$ cat src/dlc_map.vh
`ifndef DLC_MAP_VH
`define DLC_MAP_VH

// ****************************************************************
// register byte addresses
// ****************************************************************
`define DLC_A_CTRL    12'h000
`define DLC_A_TAPSEL  12'h004
`define DLC_A_STATUS  12'h008
`define DLC_A_ISTAT   12'h00c
`define DLC_A_IMASK   12'h010

// ****************************************************************
// control register fields
// ****************************************************************
`define DLC_C_HOLD    0
`define DLC_C_OPDCC   1
`define DLC_C_OSDCC   2
`define DLC_C_FINE    4:3
`define DLC_C_OSDIV   6:5
`define DLC_C_DRAT    8:7
`define DLC_C_DSRC    10:9
`define DLC_CTRL_W    11
`define DLC_CTRL_RST  11'h000
`define DLC_TAPSEL_RST 16'h0000

// ****************************************************************
// tap select and status fields
// ****************************************************************
`define DLC_T_OP      7:0
`define DLC_T_OS      15:8
`define DLC_S_LOCK    0
`define DLC_S_CODE    15:8
`define DLC_S_SLAVE   23:16

// ****************************************************************
// encodings
// ****************************************************************
`define DLC_FINE_NONE 2'h0
`define DLC_FINE_45   2'h1
`define DLC_FINE_22   2'h2
`define DLC_FINE_11   2'h3
`define DLC_OSDIV_1   2'h0
`define DLC_OSDIV_2   2'h1
`define DLC_OSDIV_4   2'h2
`define DLC_DRAT_2    2'h0
`define DLC_DRAT_4    2'h1
`define DLC_DRAT_8    2'h2
`define DLC_SRC_OP    2'h0
`define DLC_SRC_SLAVE 2'h1
`define DLC_SRC_ROUTE 2'h2
`define DLC_SRC_EXT   2'h3

// ****************************************************************
// interrupt events
// ****************************************************************
`define DLC_EV_W      3
`define DLC_EV_LOCK   0
`define DLC_EV_UNLOCK 1
`define DLC_EV_DIVGO  2
`define DLC_EV_RST    3'h0

`endif

$ cat src/dlc_clock_divider_unit.v
`include "dlc_map.vh"

// ****************************************************************
// divided clock generator
// ****************************************************************
module dlc_clock_divider_unit (
  input  wire       core_clk,
  input  wire       arst,
  input  wire       src_rise,
  input  wire [1:0] ratio,
  input  wire       release_in,
  output wire       div_out,
  output wire       started
);
  reg       run_ff;
  reg [2:0] cnt_ff;
  reg       out_ff;
  reg       go_ff;
  reg [2:0] nxt_cnt;
  reg       nxt_out;
  reg [2:0] half;

  assign div_out = out_ff;
  assign started = go_ff;

  always @* begin
    case (ratio)
      `DLC_DRAT_2: half = 3'h0;
      `DLC_DRAT_4: half = 3'h1;
      `DLC_DRAT_8: half = 3'h3;
      default:     half = 3'h0;
    endcase
    nxt_cnt = cnt_ff;
    nxt_out = out_ff;
    if (run_ff && src_rise) begin
      if (cnt_ff >= half) begin
        nxt_cnt = 3'h0;
        nxt_out = ~out_ff;
      end else begin
        nxt_cnt = cnt_ff + 3'h1;
      end
    end
  end

  // reset clears the stage and forces outputs low at once
  always @(posedge core_clk or posedge arst) begin
    if (arst) begin
      run_ff <= 1'b0;
      cnt_ff <= 3'h0;
      out_ff <= 1'b0;
      go_ff  <= 1'b0;
    end else begin
      go_ff <= 1'b0;
      if (!run_ff) begin
        // start only on an input edge so phase is fixed
        if (release_in && src_rise) begin
          run_ff <= 1'b1;
          out_ff <= 1'b1;
          cnt_ff <= 3'h0;
          go_ff  <= 1'b1;
        end
      end else begin
        cnt_ff <= nxt_cnt;
        out_ff <= nxt_out;
      end
    end
  end
endmodule

$ cat src/dlc_duty.v
// ****************************************************************
// duty cycle corrector for one loop output
// ****************************************************************
module dlc_duty #(
  parameter PER_W = 8
) (
  input  wire             core_clk,
  input  wire             rst,
  input  wire             dcc_en,
  input  wire             src,
  input  wire [PER_W-1:0] half_per,
  output wire             out
);
  reg             src_d_ff;
  reg             out_ff;
  reg [PER_W-1:0] cnt_ff;
  reg             nxt_out;
  reg [PER_W-1:0] nxt_cnt;

  assign out = out_ff;

  always @* begin
    nxt_out = out_ff;
    nxt_cnt = cnt_ff;
    if (!dcc_en) begin
      nxt_out = src;
    end else if (src && !src_d_ff) begin
      nxt_out = 1'b1;
      nxt_cnt = {{(PER_W-1){1'b0}}, 1'b1};
    end else if (out_ff) begin
      // high time forced to half the measured period
      if (cnt_ff >= half_per) begin
        nxt_out = 1'b0;
      end else begin
        nxt_cnt = cnt_ff + {{(PER_W-1){1'b0}}, 1'b1};
      end
    end
  end

  always @(posedge core_clk or posedge rst) begin
    if (rst) begin
      src_d_ff <= 1'b0;
      out_ff   <= 1'b0;
      cnt_ff   <= {PER_W{1'b0}};
    end else begin
      src_d_ff <= src;
      out_ff   <= nxt_out;
      cnt_ff   <= nxt_cnt;
    end
  end
endmodule

$ cat src/dlc_top.v
// What this block does
// - code engine steps taps to align feedback
// - engine code driven onto slave delay bus
// - hold input freezes engine code
// - update input latches code bus value
// - each loop output picks its own tap
// - secondary fine shift 45, 22.5, 11.25
// - secondary optional divide by two, four
// - separate duty correction on both outputs
// - locked flag high while loop is locked
// - divider ratio two, four or eight
// - divider phase fixed at first input edge after release
// - divider reset forces outputs low asynchronously
// - release restarts divider on input edge
// - divider source selectable from four origins
//
// Chosen here: the placing of the registers and the APB interface to the registers.
`include "dlc_map.vh"

module dlc_top #(
  parameter CODE_W = 6,
  parameter PER_W  = 8,
  parameter LOCK_N = 4
) (
  input  wire              core_clk,
  input  wire              rst,
  input  wire [11:0]       paddr,
  input  wire              psel,
  input  wire              penable,
  input  wire              pwrite,
  input  wire [31:0]       pwdata,
  output wire [31:0]       prdata,
  output wire              pready,
  output wire              pslverr,
  input  wire              ref_clk_in,
  input  wire              feedback_clk_in,
  input  wire              routing_clk_in,
  input  wire              ext_clk_in,
  input  wire              code_hold,
  input  wire              control_code_update,
  input  wire              clock_divider_reset,
  input  wire              divider_release,
  output wire [CODE_W-1:0] delay_control_code,
  output wire [CODE_W-1:0] slave_code,
  output wire              primary_loop_clock,
  output wire              secondary_loop_clock,
  output wire              delay_locked,
  output wire              divided_clock,
  output wire              irq
);
  localparam TAPS = 1 << CODE_W;

  // ****************************************************************
  // helpers
  // ****************************************************************
  function [CODE_W-1:0] sat_add;
    input [CODE_W-1:0] a;
    input [CODE_W-1:0] b;
    reg   [CODE_W:0]   s;
    begin
      s = {1'b0, a} + {1'b0, b};
      sat_add = s[CODE_W] ? {CODE_W{1'b1}} : s[CODE_W-1:0];
    end
  endfunction

  function rise;
    input now;
    input was;
    begin
      rise = now & ~was;
    end
  endfunction

  // ****************************************************************
  // pin synchronisers: level rises when stages two and three agree high, falls when they differ
  // ****************************************************************
  reg [3:0] sy1_ff;
  reg [3:0] sy2_ff;
  reg [3:0] sy3_ff;
  reg [3:0] lvl_ff;
  reg [3:0] lvl_d_ff;
  wire [3:0] pins = {ext_clk_in, routing_clk_in, feedback_clk_in,
                     ref_clk_in};

  always @(posedge core_clk or posedge rst) begin
    if (rst) begin
      sy1_ff   <= 4'h0;
      sy2_ff   <= 4'h0;
      sy3_ff   <= 4'h0;
      lvl_ff   <= 4'h0;
      lvl_d_ff <= 4'h0;
    end else begin
      sy1_ff   <= pins;
      sy2_ff   <= sy1_ff;
      sy3_ff   <= sy2_ff;
      lvl_ff   <= (lvl_ff & ~(sy2_ff ^ sy3_ff)) |
                  (sy2_ff & (sy2_ff ~^ sy3_ff));
      lvl_d_ff <= lvl_ff;
    end
  end

  wire ref_lvl  = lvl_ff[0];
  wire ref_rise = rise(lvl_ff[0], lvl_d_ff[0]);
  wire fb_lvl   = lvl_ff[1];

  // ****************************************************************
  // registers
  // ****************************************************************
  reg [`DLC_CTRL_W-1:0] ctrl_ff;
  reg [15:0]            tapsel_ff;
  reg [`DLC_EV_W-1:0]   istat_ff;
  reg [`DLC_EV_W-1:0]   imask_ff;
  reg [31:0]            prdata_ff;
  reg                   pready_ff;
  reg                   pslverr_ff;
  reg                   irq_ff;
  reg [31:0]            nxt_rdata;
  reg                   hit;

  wire acc = psel & penable & ~pready_ff;
  wire wr  = psel & penable & pready_ff & pwrite & ~pslverr_ff;

  // ****************************************************************
  // tapped delay line and code engine
  // ****************************************************************
  reg [TAPS-1:0]   line_ff;
  reg [CODE_W-1:0] code_ff;
  reg [CODE_W-1:0] slave_ff;
  reg              dir_ff;
  reg [3:0]        rev_ff;
  reg              lock_ff;
  reg [PER_W-1:0]  per_cnt_ff;
  reg [PER_W-1:0]  per_ff;
  reg [1:0]        osdiv_ff;
  reg              os_tap_d_ff;
  wire             hold = code_hold | ctrl_ff[`DLC_C_HOLD];
  wire             up   = fb_lvl;

  always @(posedge core_clk or posedge rst) begin
    if (rst) begin
      line_ff    <= {TAPS{1'b0}};
      code_ff    <= {CODE_W{1'b0}};
      slave_ff   <= {CODE_W{1'b0}};
      dir_ff     <= 1'b0;
      rev_ff     <= 4'h0;
      lock_ff    <= 1'b0;
      per_cnt_ff <= {PER_W{1'b0}};
      per_ff     <= {PER_W{1'b0}};
    end else begin
      line_ff <= {line_ff[TAPS-2:0], ref_lvl};
      if (control_code_update) begin
        slave_ff <= code_ff;
      end
      if (ref_rise) begin
        per_ff     <= per_cnt_ff;
        per_cnt_ff <= {{(PER_W-1){1'b0}}, 1'b1};
      end else if (per_cnt_ff != {PER_W{1'b1}}) begin
        per_cnt_ff <= per_cnt_ff + {{(PER_W-1){1'b0}}, 1'b1};
      end
      // feedback already high at reference edge: add delay
      if (ref_rise && !hold) begin
        if (up && code_ff != {CODE_W{1'b1}}) begin
          code_ff <= code_ff + {{(CODE_W-1){1'b0}}, 1'b1};
        end else if (!up && code_ff != {CODE_W{1'b0}}) begin
          code_ff <= code_ff - {{(CODE_W-1){1'b0}}, 1'b1};
        end
        dir_ff <= up;
        // dithering about one tap means the edges match
        if (up != dir_ff) begin
          if (rev_ff != LOCK_N[3:0]) begin
            rev_ff <= rev_ff + 4'h1;
          end else begin
            lock_ff <= 1'b1;
          end
        end else begin
          rev_ff  <= 4'h0;
          lock_ff <= 1'b0;
        end
      end
    end
  end

  // ****************************************************************
  // output tap selection, fine shift, divide
  // ****************************************************************
  reg [CODE_W-1:0] fine;
  always @* begin
    case (ctrl_ff[`DLC_C_FINE])
      `DLC_FINE_45: fine = code_ff >> 3;
      `DLC_FINE_22: fine = code_ff >> 4;
      `DLC_FINE_11: fine = code_ff >> 5;
      default:      fine = {CODE_W{1'b0}};
    endcase
  end

  wire [CODE_W-1:0] op_idx =
    sat_add(code_ff, tapsel_ff[CODE_W-1:0]);
  wire [CODE_W-1:0] os_idx =
    sat_add(sat_add(code_ff, tapsel_ff[CODE_W+7:8]), fine);
  wire op_tap    = line_ff[op_idx];
  wire os_tap    = line_ff[os_idx];
  wire slave_tap = line_ff[slave_ff];

  always @(posedge core_clk or posedge rst) begin
    if (rst) begin
      osdiv_ff    <= 2'h0;
      os_tap_d_ff <= 1'b0;
    end else begin
      os_tap_d_ff <= os_tap;
      if (rise(os_tap, os_tap_d_ff)) begin
        osdiv_ff <= osdiv_ff + 2'h1;
      end
    end
  end

  reg os_src;
  always @* begin
    case (ctrl_ff[`DLC_C_OSDIV])
      `DLC_OSDIV_2: os_src = osdiv_ff[0];
      `DLC_OSDIV_4: os_src = osdiv_ff[1];
      default:      os_src = os_tap;
    endcase
  end

  wire [PER_W-1:0] half_per = per_ff >> 1;
  wire             op_out;
  wire             os_out;

  dlc_duty #(.PER_W(PER_W)) u_op_duty (
    .core_clk (core_clk),
    .rst      (rst),
    .dcc_en   (ctrl_ff[`DLC_C_OPDCC]),
    .src      (op_tap),
    .half_per (half_per),
    .out      (op_out)
  );

  dlc_duty #(.PER_W(PER_W)) u_os_duty (
    .core_clk (core_clk),
    .rst      (rst),
    .dcc_en   (ctrl_ff[`DLC_C_OSDCC]),
    .src      (os_src),
    .half_per (half_per << (ctrl_ff[`DLC_C_OSDIV] &
                            {2{^ctrl_ff[`DLC_C_OSDIV]}})),
    .out      (os_out)
  );

  // ****************************************************************
  // clock divider
  // ****************************************************************
  reg div_src;
  reg div_src_d_ff;
  always @* begin
    case (ctrl_ff[`DLC_C_DSRC])
      `DLC_SRC_OP:    div_src = op_out;
      `DLC_SRC_SLAVE: div_src = slave_tap;
      `DLC_SRC_ROUTE: div_src = lvl_ff[2];
      `DLC_SRC_EXT:   div_src = lvl_ff[3];
      default:        div_src = op_out;
    endcase
  end

  always @(posedge core_clk or posedge rst) begin
    if (rst) begin
      div_src_d_ff <= 1'b0;
    end else begin
      div_src_d_ff <= div_src;
    end
  end

  wire div_arst = rst | clock_divider_reset;
  wire div_go;

  dlc_clock_divider_unit u_div (
    .core_clk   (core_clk),
    .arst       (div_arst),
    .src_rise   (rise(div_src, div_src_d_ff)),
    .ratio      (ctrl_ff[`DLC_C_DRAT]),
    .release_in (divider_release),
    .div_out    (divided_clock),
    .started    (div_go)
  );

  // ****************************************************************
  // apb slave and interrupts
  // ****************************************************************
  reg lock_d_ff;
  wire [`DLC_EV_W-1:0] ev = {div_go, lock_d_ff & ~lock_ff,
                             lock_ff & ~lock_d_ff};

  always @* begin
    nxt_rdata = 32'h0000_0000;
    hit       = 1'b1;
    case (paddr)
      `DLC_A_CTRL:   nxt_rdata[`DLC_CTRL_W-1:0] = ctrl_ff;
      `DLC_A_TAPSEL: nxt_rdata[15:0] = tapsel_ff;
      `DLC_A_STATUS: begin
        nxt_rdata[`DLC_S_LOCK] = lock_ff;
        nxt_rdata[`DLC_S_CODE] = {{(8-CODE_W){1'b0}}, code_ff};
        nxt_rdata[`DLC_S_SLAVE] = {{(8-CODE_W){1'b0}}, slave_ff};
      end
      `DLC_A_ISTAT:  nxt_rdata[`DLC_EV_W-1:0] = istat_ff;
      `DLC_A_IMASK:  nxt_rdata[`DLC_EV_W-1:0] = imask_ff;
      default:       hit = 1'b0;
    endcase
  end

  always @(posedge core_clk or posedge rst) begin
    if (rst) begin
      ctrl_ff    <= `DLC_CTRL_RST;
      tapsel_ff  <= `DLC_TAPSEL_RST;
      istat_ff   <= `DLC_EV_RST;
      imask_ff   <= `DLC_EV_RST;
      prdata_ff  <= 32'h0000_0000;
      pready_ff  <= 1'b0;
      pslverr_ff <= 1'b0;
      irq_ff     <= 1'b0;
      lock_d_ff  <= 1'b0;
    end else begin
      lock_d_ff  <= lock_ff;
      pready_ff  <= acc;
      pslverr_ff <= acc & ~hit;
      if (acc) begin
        prdata_ff <= pwrite ? 32'h0000_0000 : nxt_rdata;
      end
      if (wr && paddr == `DLC_A_CTRL) begin
        ctrl_ff <= pwdata[`DLC_CTRL_W-1:0];
      end
      if (wr && paddr == `DLC_A_TAPSEL) begin
        tapsel_ff <= pwdata[15:0];
      end
      if (wr && paddr == `DLC_A_IMASK) begin
        imask_ff <= pwdata[`DLC_EV_W-1:0];
      end
      // a new event wins over a write-one clear
      if (wr && paddr == `DLC_A_ISTAT) begin
        istat_ff <= (istat_ff & ~pwdata[`DLC_EV_W-1:0]) | ev;
      end else begin
        istat_ff <= istat_ff | ev;
      end
      irq_ff <= |(istat_ff & imask_ff);
    end
  end

  assign prdata               = prdata_ff;
  assign pready               = pready_ff;
  assign pslverr              = pslverr_ff;
  assign delay_control_code   = code_ff;
  assign slave_code           = slave_ff;
  assign primary_loop_clock   = op_out;
  assign secondary_loop_clock = os_out;
  assign delay_locked         = lock_ff;
  assign irq                  = irq_ff;
endmodule

$ cat config.mk
export PLATFORM = sky130hd
export DESIGN_NAME = dlc_top
export DESIGN_NICKNAME = d
export VERILOG_FILES = /design/src/dlc_clock_divider_unit.v /design/src/dlc_duty.v /design/src/dlc_top.v
export VERILOG_INCLUDE_DIRS = /design/src /design/src/src
export SDC_FILE = /design/constraint.sdc
export NUM_CORES = 1
export LEC_CHECK = 0
export ABC_AREA = 1
export BUFFER_PORTS_ARGS = -buffer_cell sky130_fd_sc_hd__buf_4
export CAP_MARGIN = 30
export CORE_MARGIN = 1
export CORE_UTILIZATION = 35
export CTS_CLUSTER_SIZE = 28
export DETAILED_ROUTE_END_ITERATION = 8
export PLACE_DENSITY = 0.48
export SYNTH_ARGS = -nofsm -noshare
export SYNTH_HDL_FRONTEND = slang
export SYNTH_HIERARCHICAL = 1
export SYNTH_SLANG_ARGS = --single-unit
$ cat constraint.sdc
create_clock -name core_clk -period 7.61 [get_ports core_clk]
set_input_delay 1.1415 -clock core_clk [delete_from_list [all_inputs] [get_ports core_clk]]
set_output_delay 1.1415 -clock core_clk [all_outputs]
set_load 0.02 [all_outputs]
==> results by stage <==
Status:
- The run finished with clean final reports.

Floorplan:
- The number of placement rows is 65.
- The initial utilization of the core area, before any placement, comes to 35.73%.
- The die is 181.9 um tall.
- In this run the standard cell core region covers 31720 um^2.
- The floorplan step set the die width to 181.9 um.
- For this design the top-level I/O count stands at 108.
- The floorplan step defined a die boundary enclosing 33100 um^2.

Global routing:
- The via count of the first global-routing pass is 9234.
- Summed over all layers, the global routing overflow is 0.
- The initial antenna violation count is 0.
- The largest net degree at the start of global routing is 99.
- Across every metal layer, demand over resource in global routing totals 19.41%.
- The first global-routing pass estimated 51090 um of wire.

Timing:
- The number of hold violations in the final report is 0.
- The worst clock skew is 13.06 ps.
- The number of pins with negative max-slew slack in the final report was 0.
- On the final layout, the worst hold slack is 347.9 ps.
- The share of the cycle needed by the critical path after routing is 70.74%.
- The worst path setup slack after routing is 2227 ps.
- The worst path needs 5383 ps of the cycle, external delays included.
- The maximum clock frequency is 185.8 MHz.
- The total negative setup slack is 0 ps.
- Setup repair after global routing left no endpoint under its margin.
- The slew at the pin closest to its max-slew limit is 970.7 ps.
- In this run the tightest slew margin relative to its limit is 35.13%.
- Setup violations remaining at the end of the flow were counted as 0.

Final layout:
- For this run, the share of the core covered by cells in the final layout is 41.59%.
- The count of antenna diodes in the layout is 0.
- The share of post-route cells with drive strength above 1 is 11.83%.
- The number of nets in the layout is 1599.
- The finished layout holds 1907 standard cells, fillers aside.
- The area growth from synthesis to layout is 16.38%.

Placement:
- The number of placed instances with taps included is 1860.
- The count of input and output buffers is 81.
- Routability-driven placement finished with a final weighted congestion of 0.8166.
- Summed over all nets, the half-perimeter wirelength after detailed placement is 22260 um.
- The pre-CTS setup slack is 2123 ps.

Critical path:
- STA classifies the critical path startpoint as a flip-flop.
- The worst register-to-register path ends at u_os_duty/cnt_ff[2].
- The critical path is of the flip-flop to flip-flop type.
- The slowest stage of the critical path is the nand2_1 cell.
- The number of cell instances on the worst register-to-register path is 31.
- The reg-to-reg startpoint is delay_control_code[0].
- The element type at the critical path end is a flip-flop.
- In this run the register-to-register setup slack is 2230 ps.
- Data arrives at the worst endpoint at 5800 ps.
- In this design, the stage delay of the slowest critical-path cell is 520 ps.
- The maximum net fanout on the critical path is 28.
- The critical path required time is 8030 ps.

Power and ir drop:
- The switching power as a share of total power is 40.87%.
- The analysis attributes to cell leakage a power of 6.468 nW.
- The areal power density over the cells is 317.3 nW/um^2.
- The net switching power is 1.711 mW.
- The part of the total power dissipated in combinational logic is 39.5%.
- The maximum ir drop on the vdd rail is 0.1892 mV.
- The internal portion of the total power is 2.475 mW.
- The clock share of power is 28.8%.
- The sequential share of power is 31.8%.

Logic synthesis:
- Among all flip-flop cells after synthesis, the most frequent one is dfrtp_1.
- The number of flops mapped to enable cells by yosys is 0.
- Counting flops and latches in the post-synthesis netlist gives 202.
- Summing every instance area after synthesis gives 11330 um^2.
- For this run, the number of Yosys warnings is 6.
- The count of cell types in the netlist is 53.
- The synthesized netlist cell count is 1411.
- The sequential share of the synthesized area is 44.60%.
- The fraction of registers with async set or reset after synthesis is 100.0%.
- The mean instance size in the synthesized netlist is 8.032 um^2.

Run:
- Max-cap violations in this run came to 0.

Min path:
- The path class of the tightest hold or removal check is flip-flop to flip-flop.
- The startpoint of the most critical hold path is sy1_ff[2].
- The path with the worst hold slack has its endpoint at sy2_ff[2].
- Counting instances, the worst hold path has a depth of 0.

CTS:
- Clock latency on the worst-skew pair, taken at its later pin, is 530 ps.
- Clock-pin slew was measured on the worst setup and hold paths at 60 ps.
- The post-CTS repair timing setup buffer count is 0.
- The clock passes through at most 3 buffers.
- The cell sitting at the root of the clock tree is a clkbuf_16.
- In this run the number of H-tree levels came out at 1.
- The number of CTS-inserted buffers is 25.
- The number of gates given a new drive strength after cts is 0.
- The count of hold-fix buffers inserted at cts is 0.
- TritonCTS built the clock tree.
- The number of clock sinks is 202.

Route:
- Detailed routing inserted a total of 9631 vias.
- Once detail routing completed, the nets flagged for antenna violations numbered 0.
- The mean number of vias per cell is 5.050.
- The final routed wirelength across all metal layers is 31460 um.
- The violation count after the first detailed-routing iteration is 536.
- The routed wire length per instance is 16.49 um.
- The DRC violation count after routing is 0.
- The first-pass detailed-route iteration total is 5.
metal layers:
layer / vias up / GRT usage [%] / wire [um]
met5: - / 0 / 0
met4: 0 / 4.336 / 536
met2: 233 / 31.32 / 14290
met3: 38 / 3.349 / 1703
li1: 4818 / - / -
met1: 4542 / 27.13 / 14930
cell usage after synthesis, types with 3 or more instances:
master,instances,area share [%]
o21bai_1,4,0.26
xnor2_1,5,0.39
nand2_4,4,0.40
inv_1,195,6.5
buf_6,3,0.30
nor2_4,3,0.30
buf_4,12,0.79
nor2_1,86,2.8
mux2i_1,3,0.26
a32o_1,10,0.88
buf_2,5,0.22
o221ai_1,5,0.39
dfrtp_1,202,45
nand3_1,161,7.1
mux2_2,5,0.50
ha_1,52,5.7
nand4_1,9,0.50
nand3b_1,11,0.73
a22o_1,13,1.0
or2_2,3,0.17
o21ai_0,127,5.6
fa_1,4,0.71
nand2_1,286,9.5
o21ai_1,7,0.31
nor4_1,4,0.22
a221oi_1,3,0.23
nor3b_1,3,0.20
clkbuf_1,33,1.1
o211ai_1,23,1.5
xor2_1,9,0.70
a21oi_1,64,2.8
nand2_2,8,0.44
nor3_1,13,0.57
o311ai_0,3,0.23
inv_2,9,0.30
worst max path at each step:
stage,startpoint,to,slack (ps),depth (start not counted)
floorplan,rst,ctrl_ff[0],1690,1
global placement,delay_control_code[0],u_os_duty/cnt_ff[2],2180,31
global route,delay_control_code[0],u_os_duty/cnt_ff[4],1680,31
detailed placement,delay_control_code[0],u_os_duty/cnt_ff[2],2120,31
CTS,delay_control_code[0],u_os_duty/cnt_ff[2],2120,31
finish,delay_control_code[0],u_os_duty/cnt_ff[2],2230,31
power groups by stage:
| stage | clock, mW | combinational, mW | sequential (mW) |
|---|---|---|---|
| CTS | 1.24 | 1.65 | 1.33 |
| detailed placement | 0 | 1.64 | 1.35 |
| global placement | 0 | 1.61 | 1.35 |
| finish | 1.20 | 1.65 | 1.33 |
| floorplan | 0 | 1.13 | 1.35 |
| global route | 1.28 | 1.87 | 1.35 |
through the flow:
stage,power (mW),cell area [um^2]
after floorplan,2.481,11370
after global placement,2.963,12280
after detailed placement,2.988,12330
after CTS,4.218,13170
after global routing,4.498,13190
final,4.185,13190
area by class of cell:
cell class                      instances  area (um^2)
Clock buffer                           35        723.2
Sequential cell                       202         5055
Fill cell                            3238        18530
Timing Repair Buffer                   92        743.2
Clock inverter                         11        112.6
Tap cell                              402        503.0
Inverter                              206        778.2
Multi-Input combinational cell        959         5275
kinds of logic after synthesis:
kind of cell / after synthesis / synth area share, %
compound gates: 271 / 14.14
xor+xnor: 14 / 1.082
flops: 202 / 44.60
fa+ha+maj: 56 / 6.447
buf+inv: 260 / 9.262
other cells: 1 / 0.03309
simple gates: 599 / 23.67
mux: 8 / 0.7617
cell usage in the layout, fill, tap and decap left out, types with 5 or more instances in the layout:
master / instances
ha_1: 52
inv_1: 194
nor3_1: 13
buf_4: 89
clkbuf_16: 25
inv_2: 9
conb_1: 11
mux2_2: 5
clkbuf_8: 6
o221ai_1: 5
a22o_1: 13
dfrtp_1: 202
nand2_1: 285
a21oi_1: 64
o21ai_0: 127
a32o_1: 10
o211ai_1: 23
xnor2_1: 5
nand3b_1: 11
o21ai_1: 7
nand2_2: 9
nand4_1: 9
nand3_1: 161
clkinv_2: 7
xor2_1: 9
nor2_1: 86
registers in the layout, summed over array words and instances, names as in the netlist, 7 cells and up:
| register | cells |
|---|---|
| ctrl_ff | 11 |
| u_op_duty/cnt_ff | 8 |
| per_cnt_ff | 8 |
| per_ff | 7 |
| line_ff | 64 |
| prdata | 22 |
| tapsel_ff | 16 |
| u_os_duty/cnt_ff | 8 |
critical path: cells and delay by family (launching register included):
| kind | cells | cell delay [ps] |
|---|---|---|
| AND/OR/NAND/NOR | 19 | 2750 |
| adder cells (fa/ha/maj) | 4 | 1190 |
| buffers and inverters | 7 | 890 |
| flip-flops | 1 | 320 |
| AO/OA/AOI/OAI | 1 | 110 |
(Power assumes the default switching activity.)
